<file path="src/logic/hazard_pkg.sv">
// Constants shared by the hazard interlock and its stall counter.
// Assumes a single core clock; no software-visible registers.
package hazard_pkg;
  // ----------------------------------------
  // Stall cycle figures
  // ----------------------------------------
  localparam logic [1:0] STALL_ONE = 2'h1;
  localparam logic [1:0] STALL_TWO = 2'h2;
  localparam logic [1:0] STALL_ZERO = 2'h0;
  // Register address width of the register file
  localparam int REG_W = 5;
  // Counter width for stall cycles
  localparam int CNT_W = 2;
endpackage

</file>
<file path="src/logic/pipeline_hazard_stall_flush.sv">
// Hazard detection, stall insertion and wrong-path flush for the core pipeline.
// Assumes decode presents one instruction descriptor per cycle and holds it while stalled.
// Notes on behaviour
// - Stall while two pipeline stages want the same resource in one cycle, until it clears.
// - A data access on the program memory bus stalls so the instruction fetch on that bus is serialized.
// - A read of a register or flag not yet updated by an earlier instruction stalls until the value is ready.
// - Early index-based addressing stalls when the previous instruction loads that index register.
// - Any change of flow flushes the old-flow instructions still in the pipeline.
// - 64-bit computes get stalls so dependants see the older generation's result latency.
// - A program memory bus data access with a conflict cache miss costs exactly one stall.
// - Two accesses to one memory block in one cycle, DMA included, cost one stall.
// - A conditional store followed by any load costs one stall.
// - A floating result forwarded to the very next dependent compute costs one stall.
// - Dual forwarding into the multiplier costs one stall from two back and two from one back.
// - A floating multiply feeding the next fixed ALU operation costs no stall.
// - Forwarding into or out of a 64-bit compute costs two stalls adjacent, one with one gap.
`timescale 1ns/1ps
module pipeline_hazard_stall_flush #(
  parameter int REG_W = hazard_pkg::REG_W
) (
  input wire logic clk_i,
  input wire logic rstn_i,
  // Instruction at decode
  input wire logic dec_valid_i,
  input wire logic [REG_W-1:0] dec_src_a_i,
  input wire logic [REG_W-1:0] dec_src_b_i,
  input wire logic dec_uses_flag_i,
  input wire logic dec_index_addr_i,
  input wire logic [REG_W-1:0] dec_index_reg_i,
  input wire logic dec_is_compute_i,
  input wire logic dec_is_fixed_alu_i,
  input wire logic dec_is_mult_i,
  input wire logic dec_is_64_i,
  input wire logic dec_is_load_i,
  input wire logic dec_is_cond_store_i,
  input wire logic dec_is_dual_i,
  input wire logic dec_is_float_i,
  input wire logic [REG_W-1:0] dec_dst_a_i,
  input wire logic [REG_W-1:0] dec_dst_b_i,
  input wire logic dec_sets_flag_i,
  input wire logic dec_loads_index_i,
  // Resource conflict reports from the memory system
  input wire logic pmb_data_access_i,
  input wire logic pmb_fetch_req_i,
  input wire logic pmb_conflict_miss_i,
  input wire logic block_collide_i,
  input wire logic resource_busy_i,
  input wire logic value_pending_i,
  // Change of flow
  input wire logic flow_change_i,
  // Pipeline control
  output logic hold_o,
  output logic bubble_o,
  output logic flush_o,
  output logic commit_en_o
);
  // Register addresses must stay narrow enough for the compare trees
  if (REG_W < 1 || REG_W > 8)
  begin : g_bad_reg_w
    $error("REG_W out of range");
  end

  // ----------------------------------------
  // State
  // ----------------------------------------
  typedef struct packed {
    logic v1;
    logic [REG_W-1:0] d1a;
    logic [REG_W-1:0] d1b;
    logic float1;
    logic mult1;
    logic dual1;
    logic c64_1;
    logic prod1;
    logic cstore1;
    logic flag1;
    logic ldidx1;
    logic v2;
    logic [REG_W-1:0] d2a;
    logic [REG_W-1:0] d2b;
    logic dual2;
    logic c64_2;
    logic prod2;
    logic hold;
    logic bubble;
    logic flush;
    logic commit;
  } haz_state_s;

  haz_state_s state_q;
  haz_state_s state_d;
  logic cnt_busy;
  logic cnt_load;
  logic [hazard_pkg::CNT_W-1:0] cnt_val;
  logic issue;
  logic dep1;
  logic dep2;
  logic dual_in1;
  logic dual_in2;
  logic struct_hit;
  logic [hazard_pkg::CNT_W-1:0] need;

  // Operand match against one older destination pair
  function automatic logic reads_dst(input logic [REG_W-1:0] a, input logic [REG_W-1:0] b,
                                     input logic [REG_W-1:0] x, input logic [REG_W-1:0] y);
    reads_dst = (a == x) || (a == y) || (b == x) || (b == y);
  endfunction

  // Larger of two stall counts
  function automatic logic [hazard_pkg::CNT_W-1:0] max2(input logic [hazard_pkg::CNT_W-1:0] a,
                                                         input logic [hazard_pkg::CNT_W-1:0] b);
    max2 = (a > b) ? a : b;
  endfunction

  // ----------------------------------------
  // Hazard decode
  // ----------------------------------------
  always_comb
  begin
    dep1 = state_q.v1 && reads_dst(dec_src_a_i, dec_src_b_i, state_q.d1a, state_q.d1b);
    dep2 = state_q.v2 && reads_dst(dec_src_a_i, dec_src_b_i, state_q.d2a, state_q.d2b);
    dual_in1 = state_q.v1 && state_q.dual1 && dec_is_mult_i && dec_src_a_i == state_q.d1a
               && dec_src_b_i == state_q.d1b;
    dual_in2 = state_q.v2 && state_q.dual2 && dec_is_mult_i && dec_src_a_i == state_q.d2a
               && dec_src_b_i == state_q.d2b;
    // Level hazards hold for as long as their cause stands
    struct_hit = resource_busy_i
                 || (pmb_data_access_i && pmb_fetch_req_i)
                 || value_pending_i
                 || (dec_valid_i && dec_uses_flag_i && state_q.v1 && state_q.flag1)
                 || (dec_valid_i && dec_index_addr_i && state_q.v1 && state_q.ldidx1
                     && state_q.d1a == dec_index_reg_i);
    need = hazard_pkg::STALL_ZERO;
    if (pmb_conflict_miss_i)
      need = max2(need, hazard_pkg::STALL_ONE);
    if (block_collide_i)
      need = max2(need, hazard_pkg::STALL_ONE);
    if (dec_valid_i && dec_is_load_i && state_q.v1 && state_q.cstore1)
      need = max2(need, hazard_pkg::STALL_ONE);
    // Float multiply to fixed ALU is exempt
    if (dec_valid_i && dec_is_compute_i && dep1 && state_q.float1
        && !(state_q.mult1 && dec_is_fixed_alu_i))
      need = max2(need, hazard_pkg::STALL_ONE);
    if (dec_valid_i && dual_in2)
      need = max2(need, hazard_pkg::STALL_ONE);
    if (dec_valid_i && dual_in1)
      need = max2(need, hazard_pkg::STALL_TWO);
    // 64-bit on either end of the forward
    if (dec_valid_i && dep2 && state_q.prod2 && (dec_is_64_i || state_q.c64_2))
      need = max2(need, hazard_pkg::STALL_ONE);
    if (dec_valid_i && dep1 && state_q.prod1 && (dec_is_64_i || state_q.c64_1))
      need = max2(need, hazard_pkg::STALL_TWO);
    // A counted stall loads once, when the instruction first arrives; the load itself gives the
    // first stall cycle, so the counter only covers the rest and a flushed slot loads nothing
    cnt_load = need != hazard_pkg::STALL_ZERO && !cnt_busy && !struct_hit && !state_q.hold && !flow_change_i;
    cnt_val = need - hazard_pkg::STALL_ONE;
  end

  stall_counter #(
    .CNT_W(hazard_pkg::CNT_W)
  ) u_cnt (
    .clk_i(clk_i),
    .rstn_i(rstn_i),
    .load_i(cnt_load),
    .count_i(cnt_val),
    .busy_o(cnt_busy)
  );

  // ----------------------------------------
  // Pipeline history and outputs
  // ----------------------------------------
  always_comb
  begin
    state_d = state_q;
    // Flush overrides stalls: the held instruction is wrong-path anyway
    state_d.flush = flow_change_i;
    state_d.hold = !flow_change_i && (struct_hit || cnt_load || (cnt_busy && state_q.hold));
    issue = dec_valid_i && !flow_change_i && !state_d.hold;
    state_d.bubble = !issue;
    // Flushed or bubble slots get no write enable
    state_d.commit = issue;
    state_d.v2 = state_q.v1 && !flow_change_i;
    state_d.d2a = state_q.d1a;
    state_d.d2b = state_q.d1b;
    state_d.dual2 = state_q.dual1;
    state_d.c64_2 = state_q.c64_1;
    state_d.prod2 = state_q.prod1;
    state_d.v1 = issue;
    state_d.d1a = dec_dst_a_i;
    state_d.d1b = dec_dst_b_i;
    state_d.float1 = dec_is_float_i && (dec_is_compute_i || dec_is_mult_i);
    state_d.mult1 = dec_is_mult_i;
    state_d.dual1 = dec_is_dual_i;
    state_d.c64_1 = dec_is_64_i;
    state_d.prod1 = dec_is_compute_i || dec_is_load_i || dec_is_64_i;
    state_d.cstore1 = dec_is_cond_store_i;
    state_d.flag1 = dec_sets_flag_i;
    state_d.ldidx1 = dec_loads_index_i;
  end

  // State register
  always_ff @(posedge clk_i or negedge rstn_i)
  begin
    if (!rstn_i)
      state_q <= '0;
    else
      state_q <= state_d;
  end

  assign hold_o = state_q.hold;
  assign bubble_o = state_q.bubble;
  assign flush_o = state_q.flush;
  assign commit_en_o = state_q.commit;
endmodule

</file>
<file path="src/logic/stall_counter.sv">
// Down counter that holds the stall output for a loaded number of cycles.
// Assumes load is a single-cycle request from the interlock on the same clock.
`timescale 1ns/1ps
module stall_counter #(
  parameter int CNT_W = hazard_pkg::CNT_W
) (
  input wire logic clk_i,
  input wire logic rstn_i,
  input wire logic load_i,
  input wire logic [CNT_W-1:0] count_i,
  output logic busy_o
);
  // The counter must reach the longest counted stall
  if (CNT_W < 2)
  begin : g_bad_cnt_w
    $error("CNT_W too small for the longest stall");
  end

  typedef struct packed {
    logic [CNT_W-1:0] cnt;
    logic busy;
  } cnt_state_s;

  cnt_state_s state_q;
  cnt_state_s state_d;

  // Next count: a fresh load beats the running decrement
  always_comb
  begin
    state_d = state_q;
    if (load_i && count_i != '0)
    begin
      state_d.cnt = count_i - CNT_W'(1);
      state_d.busy = 1'b1;
    end
    else if (state_q.cnt != '0)
    begin
      state_d.cnt = state_q.cnt - CNT_W'(1);
      state_d.busy = 1'b1;
    end
    else
    begin
      state_d.busy = 1'b0;
    end
  end

  // State register
  always_ff @(posedge clk_i or negedge rstn_i)
  begin
    if (!rstn_i)
      state_q <= '0;
    else
      state_q <= state_d;
  end

  assign busy_o = state_q.busy;
endmodule

</file>
<file path="config.mk">
export PLATFORM = sky130hd
export DESIGN_NAME = pipeline_hazard_stall_flush
export DESIGN_NICKNAME = d
export VERILOG_FILES = /design/src/logic/hazard_pkg.sv /design/src/logic/pipeline_hazard_stall_flush.sv /design/src/logic/stall_counter.sv
export SDC_FILE = /design/constraint.sdc
export NUM_CORES = 1
export LEC_CHECK = 0
export BUFFER_PORTS_ARGS = -buffer_cell sky130_fd_sc_hd__buf_2
export CAP_MARGIN = 40
export CORE_MARGIN = 2
export CORE_UTILIZATION = 51
export DETAILED_ROUTE_END_ITERATION = 16
export GPL_TIMING_DRIVEN = 0
export PLACE_DENSITY = 0.78
export SLEW_MARGIN = 20
export SYNTH_ARGS = -nofsm -noshare
export SYNTH_HDL_FRONTEND = slang
export SYNTH_SLANG_ARGS = --single-unit
export TNS_END_PERCENT = 20
</file>
<file path="constraint.sdc">
create_clock -name clk_i -period 3.9 [get_ports clk_i]
set_clock_uncertainty 0.1 [all_clocks]
set_input_delay 0.195 -clock clk_i [delete_from_list [all_inputs] [get_ports clk_i]]
set_output_delay 0.195 -clock clk_i [all_outputs]
set_load 0.01 [all_outputs]
</file>
# Yosys cells after proc, flatten, opt, wreduce, memory -nomap -nowiden
# Cells that the tools add are included.
# classes
eq_ne,9
magnitude_cmp,7
n_mux,18
n_reduce_logical,73
addsub,3
# ops
op,n
$eq A5 B5 Y1,9
$logic_and A1 B1 Y1,45
$mux W2,15
$logic_or A1 B1 Y1,17
$gt A2 B1 Y1 const B,5
$reduce_bool A2 Y1,4
$logic_not A1 Y1,7
$sub A2 B1 Y2 const B,3
$gt A2 B2 Y1 const B,2
$mux W3,1
$mux W1,2
# word_totals
in_bits,47
regBits,39
output_inout_bits,4
elab_cells,132

# Logic depth before layout (Yosys ltp)
# Gate-level depths: netlist (run 1).
# depth
depth_word,33
ltp_mapped,14
ltp_nobuf,14

# By module
# Synthesis (run 1) repeated with hierarchy kept, for this count alone.
# unflattened
cells_unflattened,142
area_unflattened_um2,1734.2
# by_module_without_submodules
module,cells_per_inst,instances,seq_area_each_um2,area_each_um2
pipeline_hazard_stall_flush,131,1,900.9,1614.0
stall_counter,11,1,75.1,120.1

# Worst setup path after synthesis (run 1)
# OpenSTA, ideal clock, no wires.
# synth_timing
kind,register -> register
from,reg state_q[10] (netlist name)
to,reg u_cnt.state_q[2] (netlist name)
n_path_buf,0
synth_period_minus_slack_ps,3299
path_stages_with_launch,15
arrival_time_ps,3068
path_slack_ps,601
required_time_ps,3669
setup_time_ps,131
cell_sequence,dfrtp_1 > xor2_1 > nor3_1 > nand3_1 > or2_2 > a22oi_1 > o21ai_0 > ha_1 > nor4_1 > nand2b_1 > a211oi_4 > nor2_1 > a41o_1 > a41o_1 > or3_1
# synth_via
elab_chain_len,20
elab_cells_between_ends,32
cone_classes,add/sub: 2; order compare: 3; eq/ne: 2; mux: 8; reduce/logical: 17
# synth_lines
item,line,text
from (decl),pipeline_hazard_stall_flush.sv:90,haz_state_s state_q;
from (signal assigned),pipeline_hazard_stall_flush.sv:207,state_q <= state_d;
$eq A5 B5 Y1,"pipeline_hazard_stall_flush.sv:106, pipeline_hazard_stall_flush.sv:125",
$logic_and A1 B1 Y1,pipeline_hazard_stall_flush.sv:125,&& dec_src_b_i == state_q.d2b;
$logic_and A1 B1 Y1,pipeline_hazard_stall_flush.sv:144,if (dec_valid_i && dual_in2)
$mux W2,pipeline_hazard_stall_flush.sv:144,
$gt A2 B2 Y1,pipeline_hazard_stall_flush.sv:112,max2 = (a > b) ? a : b;
$mux W2,pipeline_hazard_stall_flush.sv:112,
$mux W2,pipeline_hazard_stall_flush.sv:146,if (dec_valid_i && dual_in1)
$gt A2 B1 Y1,pipeline_hazard_stall_flush.sv:112,
$mux W2,pipeline_hazard_stall_flush.sv:112,
$mux W2 *,pipeline_hazard_stall_flush.sv:149,if (dec_valid_i && dep2 && state_q.prod2 && (dec_is_64_i || state_q.c64_2))
$gt A2 B2 Y1,pipeline_hazard_stall_flush.sv:112,
$mux W2,pipeline_hazard_stall_flush.sv:112,
$mux W2 *,pipeline_hazard_stall_flush.sv:151,if (dec_valid_i && dep1 && state_q.prod1 && (dec_is_64_i || state_q.c64_1))
branches (longest 7 deep; another with $sub A2 B1 Y2),--,
to (signal assigned),stall_counter.sv:53,state_q <= state_d;
to (decl),stall_counter.sv:24,cnt_state_s state_q;
# Every way passes the cells marked *.
# A chain may end at the register's enable or synchronous reset.

# Final worst setup path (run 1)
# Same ends and word-level chain as after synthesis.

==> impl_metrics.ini, run 1 <==
[global_route]
grt.overflow.total = 0
first_global_vias = 1466
grt-busiest-layer = met2
grt_util_all_layers_pct = 21.4
grtUsageMet3_pct = 5.00
met2_usage_pct = 36.7
grt_antenna_before_repair = 0
grt_pass1_wl_mm = 6.51
use_met1_pct = 25.5
grt_max_degree = 40

[pwr]
peakVddDrop_mv = 0.249
power.leakage_nw = 1.09
powerDensity_nw_per_um2 = 325

[synth]
synth_mux_area_share_pct = 0.555
ys_seq_area_share_pct = 54.1
synth_cell_type_count = 37
syn-cell-area_sq_um = 1800
yosysWarningCount = 0
async_flop_share_pct = 100
synth_top_family_by_area = XOR/XNOR gates
synth-xor-area-share_pct = 21.8
synth_top_area_share_pct = 54.1
synthAdderAreaFrac_pct = 1.39
synth-compound-area-share_pct = 8.39
synthCells = 145
synthesis.nets = 194
synth_largest_area_cell = dfrtp_1
synth_seq_cells = 39
yosys_most_used_dff = dfrtp_1
synth_edf_count = 0
yosys.area_share.simple_pct = 13.3
avgSynthCellArea_sq_um = 12.4
synth_area_leaders = dfrtp_1, xor2_1, xnor2_1, nand3_1, nor3_1

[die]
pin_count = 51
dieArea_sq_um = 4030
core_area_sq_um = 3360
row_count = 21
die_w_um = 63.5
start_util_pct = 53.6
die_h_um = 63.5

[clocking]
clkTransAtPathRegs_ns = 0.12
htree_levels = 2
clockBufferDepth = 2
postCtsSetupRepairBufs = 0
insertion_delay_ns = 0.35
cts_tree = yes
cts_buffers = 5
clock_tree.root_cell = clkbuf_4
cts_sinks = 39

[placed_design]
dpl.hpwl_mm = 2.97
numPortBuffers = 50
place_congestion = 0.843

[timing]
clock.fmax_ghz = 0.277
finalSetupTns_ns = 0
hold_viol = 0
setup_viol = 0
worst_slew_pin_slew_ns = 0.372
slew_violations = 0
relSlewSlack_pct = 75.2
finalCriticalPeriod_ns = 3.60
fin_crit_sh_pct = 92.4

[job]
max-cap-violations = 0

[layout]
drive_gt1_share_pct = 31.4
final_core_util_pct = 72.5
layout_commonest_cell = buf_2
final_cell_mix = buf_2, dfrtp_1, xor2_1
fillers = 275
area_growth_pct = 35.2
antenna_cells = 0
final_net_count = 274

[critical_path]
required_ns = 4.03
rr_worst_depth = 14
cp_cell_sequence = xor2_1 -> nor3_1 -> nand3_1 -> or2_2 -> a22oi_2 -> o21ai_0 -> ha_1 -> nor4_2 -> nand2b_1 -> a211oi_4 -> nor2_1 -> a41o_1 -> a41o_1 -> or3_1
worstSetupStartpointType = flip-flop
crit_fanout = 6
crit_type = flip-flop to flip-flop
crit_slowest_cell = dfrtp_1
cpPeakStageDelay_ns = 0.42
crit_arrival_ns = 3.74
end_kind = flip-flop
path_common_cell = a41o_1
cp_top_family = simple AND/OR/NAND/NOR gates
crit_buf_inv = 0
worst-path-stages = 14

[routing]
drt-vias-per-instance = 4.99
wl_per_cell_um = 14.5
drt_first_pass_iters = 4
drc_errors = 0
drt_iter0_markers = 54
ant_nets = 0
num_vias = 1356
wl_mm = 3.95

[min_path]
whs_path_depth = 2
hold_path.class = primary input to flip-flop

[status]
status = complete, no violations
-- registers in the layout (all words and copies together), names as in the netlist --
| name | cells |
|---|---|
| bubble_o | 1 |
| commit_en_o | 1 |
| flush_o | 1 |
| hold_o | 1 |
| state_d | 13 |
| state_q | 19 |
| u_cnt.busy_o | 1 |
| u_cnt.state_q | 2 |
-- cell usage after synthesis, types with 2 or more instances --
master and n:
a211oi_1 2, a31o_2 2, a41o_1 2, dfrtp_1 39, ha_1 2, inv_1 2
nand2_1 3, nand2b_1 2, nand3_1 7, nand4_1 3, nor2_1 3, nor3_1 7
o21ai_0 3, or3_1 2, xnor2_1 16, xor2_1 29
-- where the power goes --
group / switching [mW] / internal [mW]
registers: 0.0159 / 0.423
clock network: 0.137 / 0.0887
logic: 0.0599 / 0.0674
total: 0.213 / 0.579
-- cell families (layout without fill, tap and decap cells) --
kind of cell	Yosys count	count (layout)
AND/OR/NAND/NOR	38	38
adder cells (fa/ha/maj)	2	2
buffers and inverters	2	83
flip-flops	39	39
multiplexers	1	1
XOR/XNOR	45	45
AO/OA/AOI/OAI	18	18
-- timing repair --
| item | in CTS | in global routing |
|---|---|---|
| hold buffers | 22 | 0 |
| setup endpoints to repair | 0 | 1 |
| resized for setup | 0 | 3 |
| hold endpoints to repair | 60 | 0 |
-- routing by layer --
| layer | wire length, um | share of wire, % | vias to the layer above |
|---|---|---|---|
| met5 | 0 | 0 | - |
| met4 | 84 | 2.1 | 0 |
| met3 | 203 | 5.1 | 10 |
| met2 | 1940 | 49 | 40 |
| met1 | 1720 | 44 | 638 |
| li1 | - | - | 668 |
-- final cells by class --
cell class / count / area, sq um / share of cell area, %
timing repair buffer: 73 / 490 / 20.1
clock buffer: 6 / 51.3 / 2.10
clock inverter: 2 / 16.3 / 0.667
tap: 46 / 57.6 / 2.36
multi-input combinational: 104 / 840 / 34.4
sequential: 39 / 976 / 40.0
inverter: 2 / 7.51 / 0.308
-- stage by stage --
stage / hold slack [ns] / std cells / setup slack, ns / total power [mW] / cell area [sq um]
final: 0.0329 / 272 / 0.295 / 0.792 / 2440
after global routing: 0.0392 / 272 / -0.00163 / 0.834 / 2440
after CTS: 0.0222 / 271 / 0.170 / 0.794 / 2400
after detailed placement: 0.204 / 241 / 0.212 / 0.553 / 2110
after global placement: 0.203 / 241 / 0.286 / 0.547 / 2110
after floorplan: -0.201 / 145 / 0.601 / 0.496 / 1800
-- path summary, 6_finish.rpt --
kind / startpoint / endpoint / slack [ns]
setup / recovery: state_q[10] / u_cnt.state_q[2] / 0.30
hold / removal: dec_valid_i / bubble_o / 0.03
setup reg to reg: state_q[10] / u_cnt.state_q[2] / 0.30
hold reg to reg: state_d[5] / state_q[5] / 0.29
max in group asynchronous: rstn_i / u_cnt.state_q[2] / 3.14
min in group asynchronous: rstn_i / state_d[9] / 0.13
Note: power is estimated with default switching activity, not from simulation.
==> run 2, diff against run 1 <==
Settings changed: MAX_ROUTING_LAYER set to met4.
==> impl_metrics.ini, run 2 (synthesis results as in run 1) <==
[routing]
drt-vias-per-instance = 5.09
drt_first_pass_iters = 4
wl_mm = 3.99
ant_nets = 0
drc_errors = 0
drt_iter0_markers = 43
num_vias = 1385
wl_per_cell_um = 14.7

[layout]
instances_no_fill = 272
final_cell_mix = buf_2, dfrtp_1, xor2_1
drive_gt1_share_pct = 31.0
area_growth_pct = 34.8
largest_reg_flops = 19
final_core_util_pct = 72.3
antenna_cells = 0
final_area_sq_um = 2430
layout_commonest_cell = buf_2
final_net_count = 274
top_register = state_q
fillers = 259

[clocking]
cts_sinks = 39
clockBufferDepth = 2
clkTransAtPathRegs_ns = 0.13
clock_tree.root_cell = clkbuf_4
insertion_delay_ns = 0.35
cts_tree = yes
cts_buffers = 5
htree_levels = 2

[placed_design]
post_dp_cell_area_sq_um = 2110
dpl.hpwl_mm = 2.89
place_congestion = 0.837
dp.cells = 241
numPortBuffers = 50
dp_slack_ns = 0.210

[global_route]
first_global_vias = 1506
grt_util_all_layers_pct = 22.0
grt_antenna_before_repair = 0
grt_max_degree = 40
grt.overflow.total = 0
grt_pass1_wl_mm = 6.62

[critical_path]
crit_arrival_ns = 3.82
worstSetupStartpointType = flip-flop
required_ns = 4.02
crit_slowest_cell = dfrtp_1
cp_cell_sequence = xor2_1 -> nor3_1 -> nand3_1 -> o21ai_0 -> nand3_1 -> ha_1 -> nor4_1 -> nand2b_1 -> a211oi_4 -> nor2_1 -> a41o_1 -> a41o_1 -> or3_1
r2r_slack_ns = 0.20
cpPeakStageDelay_ns = 0.47
crit_fanout = 6
end_kind = flip-flop
crit_type = flip-flop to flip-flop

[job]
max-cap-violations = 0

[timing]
worst_slew_pin_slew_ns = 0.381
fin_ws_ns = 0.203
setup_viol = 0
clock.fmax_ghz = 0.270
finalCriticalPeriod_ns = 3.70
finalSetupTns_ns = 0
slew_violations = 0
hold_viol = 0
relSlewSlack_pct = 74.5
fin_crit_sh_pct = 94.8

[die]
pin_count = 51
core_area_sq_um = 3360
die_h_um = 63.5
die_w_um = 63.5
row_count = 21
start_util_pct = 53.6
dieArea_sq_um = 4030

[pwr]
switching_share_pct = 26.7
switching_power_uw = 211
powerDensity_nw_per_um2 = 324
p_int_uw = 579
power.leakage_nw = 1.09
comb_power_share_pct = 16.1
peakVddDrop_mv = 0.272
clkPwrFrac_pct = 28.3
p_seq_share_pct = 55.5

[status]
status = complete, no violations

[min_path]
hold_path.class = primary input to flip-flop
==> run 2: cell counts in the layout (fill, tap and decap cells not counted) <==
No cell type changed its count.
==> run 2: area by class of cell <==
cell class	count	area, sq um	share of cell area [%]
clock inverter	2	16.3	0.669
tap	46	57.6	2.37
inverter	2	7.51	0.309
sequential	39	976	40.1
timing repair buffer	73	490	20.2
clock buffer	6	51.3	2.11
multi-input combinational	104	833	34.3
==> run 2: path summary, 6_finish.rpt <==
path                               endpoint   startpoint  cells past startpoint
max                        u_cnt.state_q[2]  state_d[12]                     13
min                                bubble_o  dec_valid_i                      2
max reg2reg                u_cnt.state_q[2]  state_d[12]                     13
min reg2reg                      state_q[4]   state_d[4]                      0
max in group asynchronous  u_cnt.state_q[2]       rstn_i                      3
min in group asynchronous        state_d[9]       rstn_i                      2
==> run 2: critical path, delay by kind of cell, from the launching register on <==
family | cells | cell delay (ns)
xor gates and xnor gates | 1 | 0.19
AOI/OAI and AO/OA | 4 | 1.02
and+or+nand+nor | 7 | 1.54
DFF | 1 | 0.47
adders and majority gates | 1 | 0.26
==> run 2: power by group through the flow <==
stage,clock [mW],combinational [mW],sequential [mW]
floorplan,0,0.0529,0.443
detailed placement,0,0.106,0.446
finish,0.223,0.127,0.438
global route,0.248,0.141,0.441
global placement,0,0.103,0.445
CTS,0.230,0.124,0.438
==> run 2: what timing repair did <==
item,CTS,global route
hold buffers,22,0
hold endpoints to repair,60,0
gates resized for setup,0,3
setup buffers,0,0
endpoints found under the setup margin,0,1
==> run 2: per-stage QoR <==
| step | total power, mW | hold WS [ns] |
|---|---|---|
| after detailed placement | 0.552 | 0.204 |
| final | 0.789 | 0.0628 |
| after CTS | 0.792 | 0.0336 |
| after global placement | 0.548 | 0.203 |
| after floorplan | 0.496 | -0.201 |
| after global routing | 0.830 | 0.0454 |
==> run 2: metal layers <==
metal	GRT usage [%]	part of all wire [%]	wire (um)	up-vias
li1	-	-	-	666
met1	25.3	43	1710	654
met2	36.6	50	1980	58
met3	6.43	6.2	246	7
met4	8.15	1.3	51	0
met5	-	0	0	-
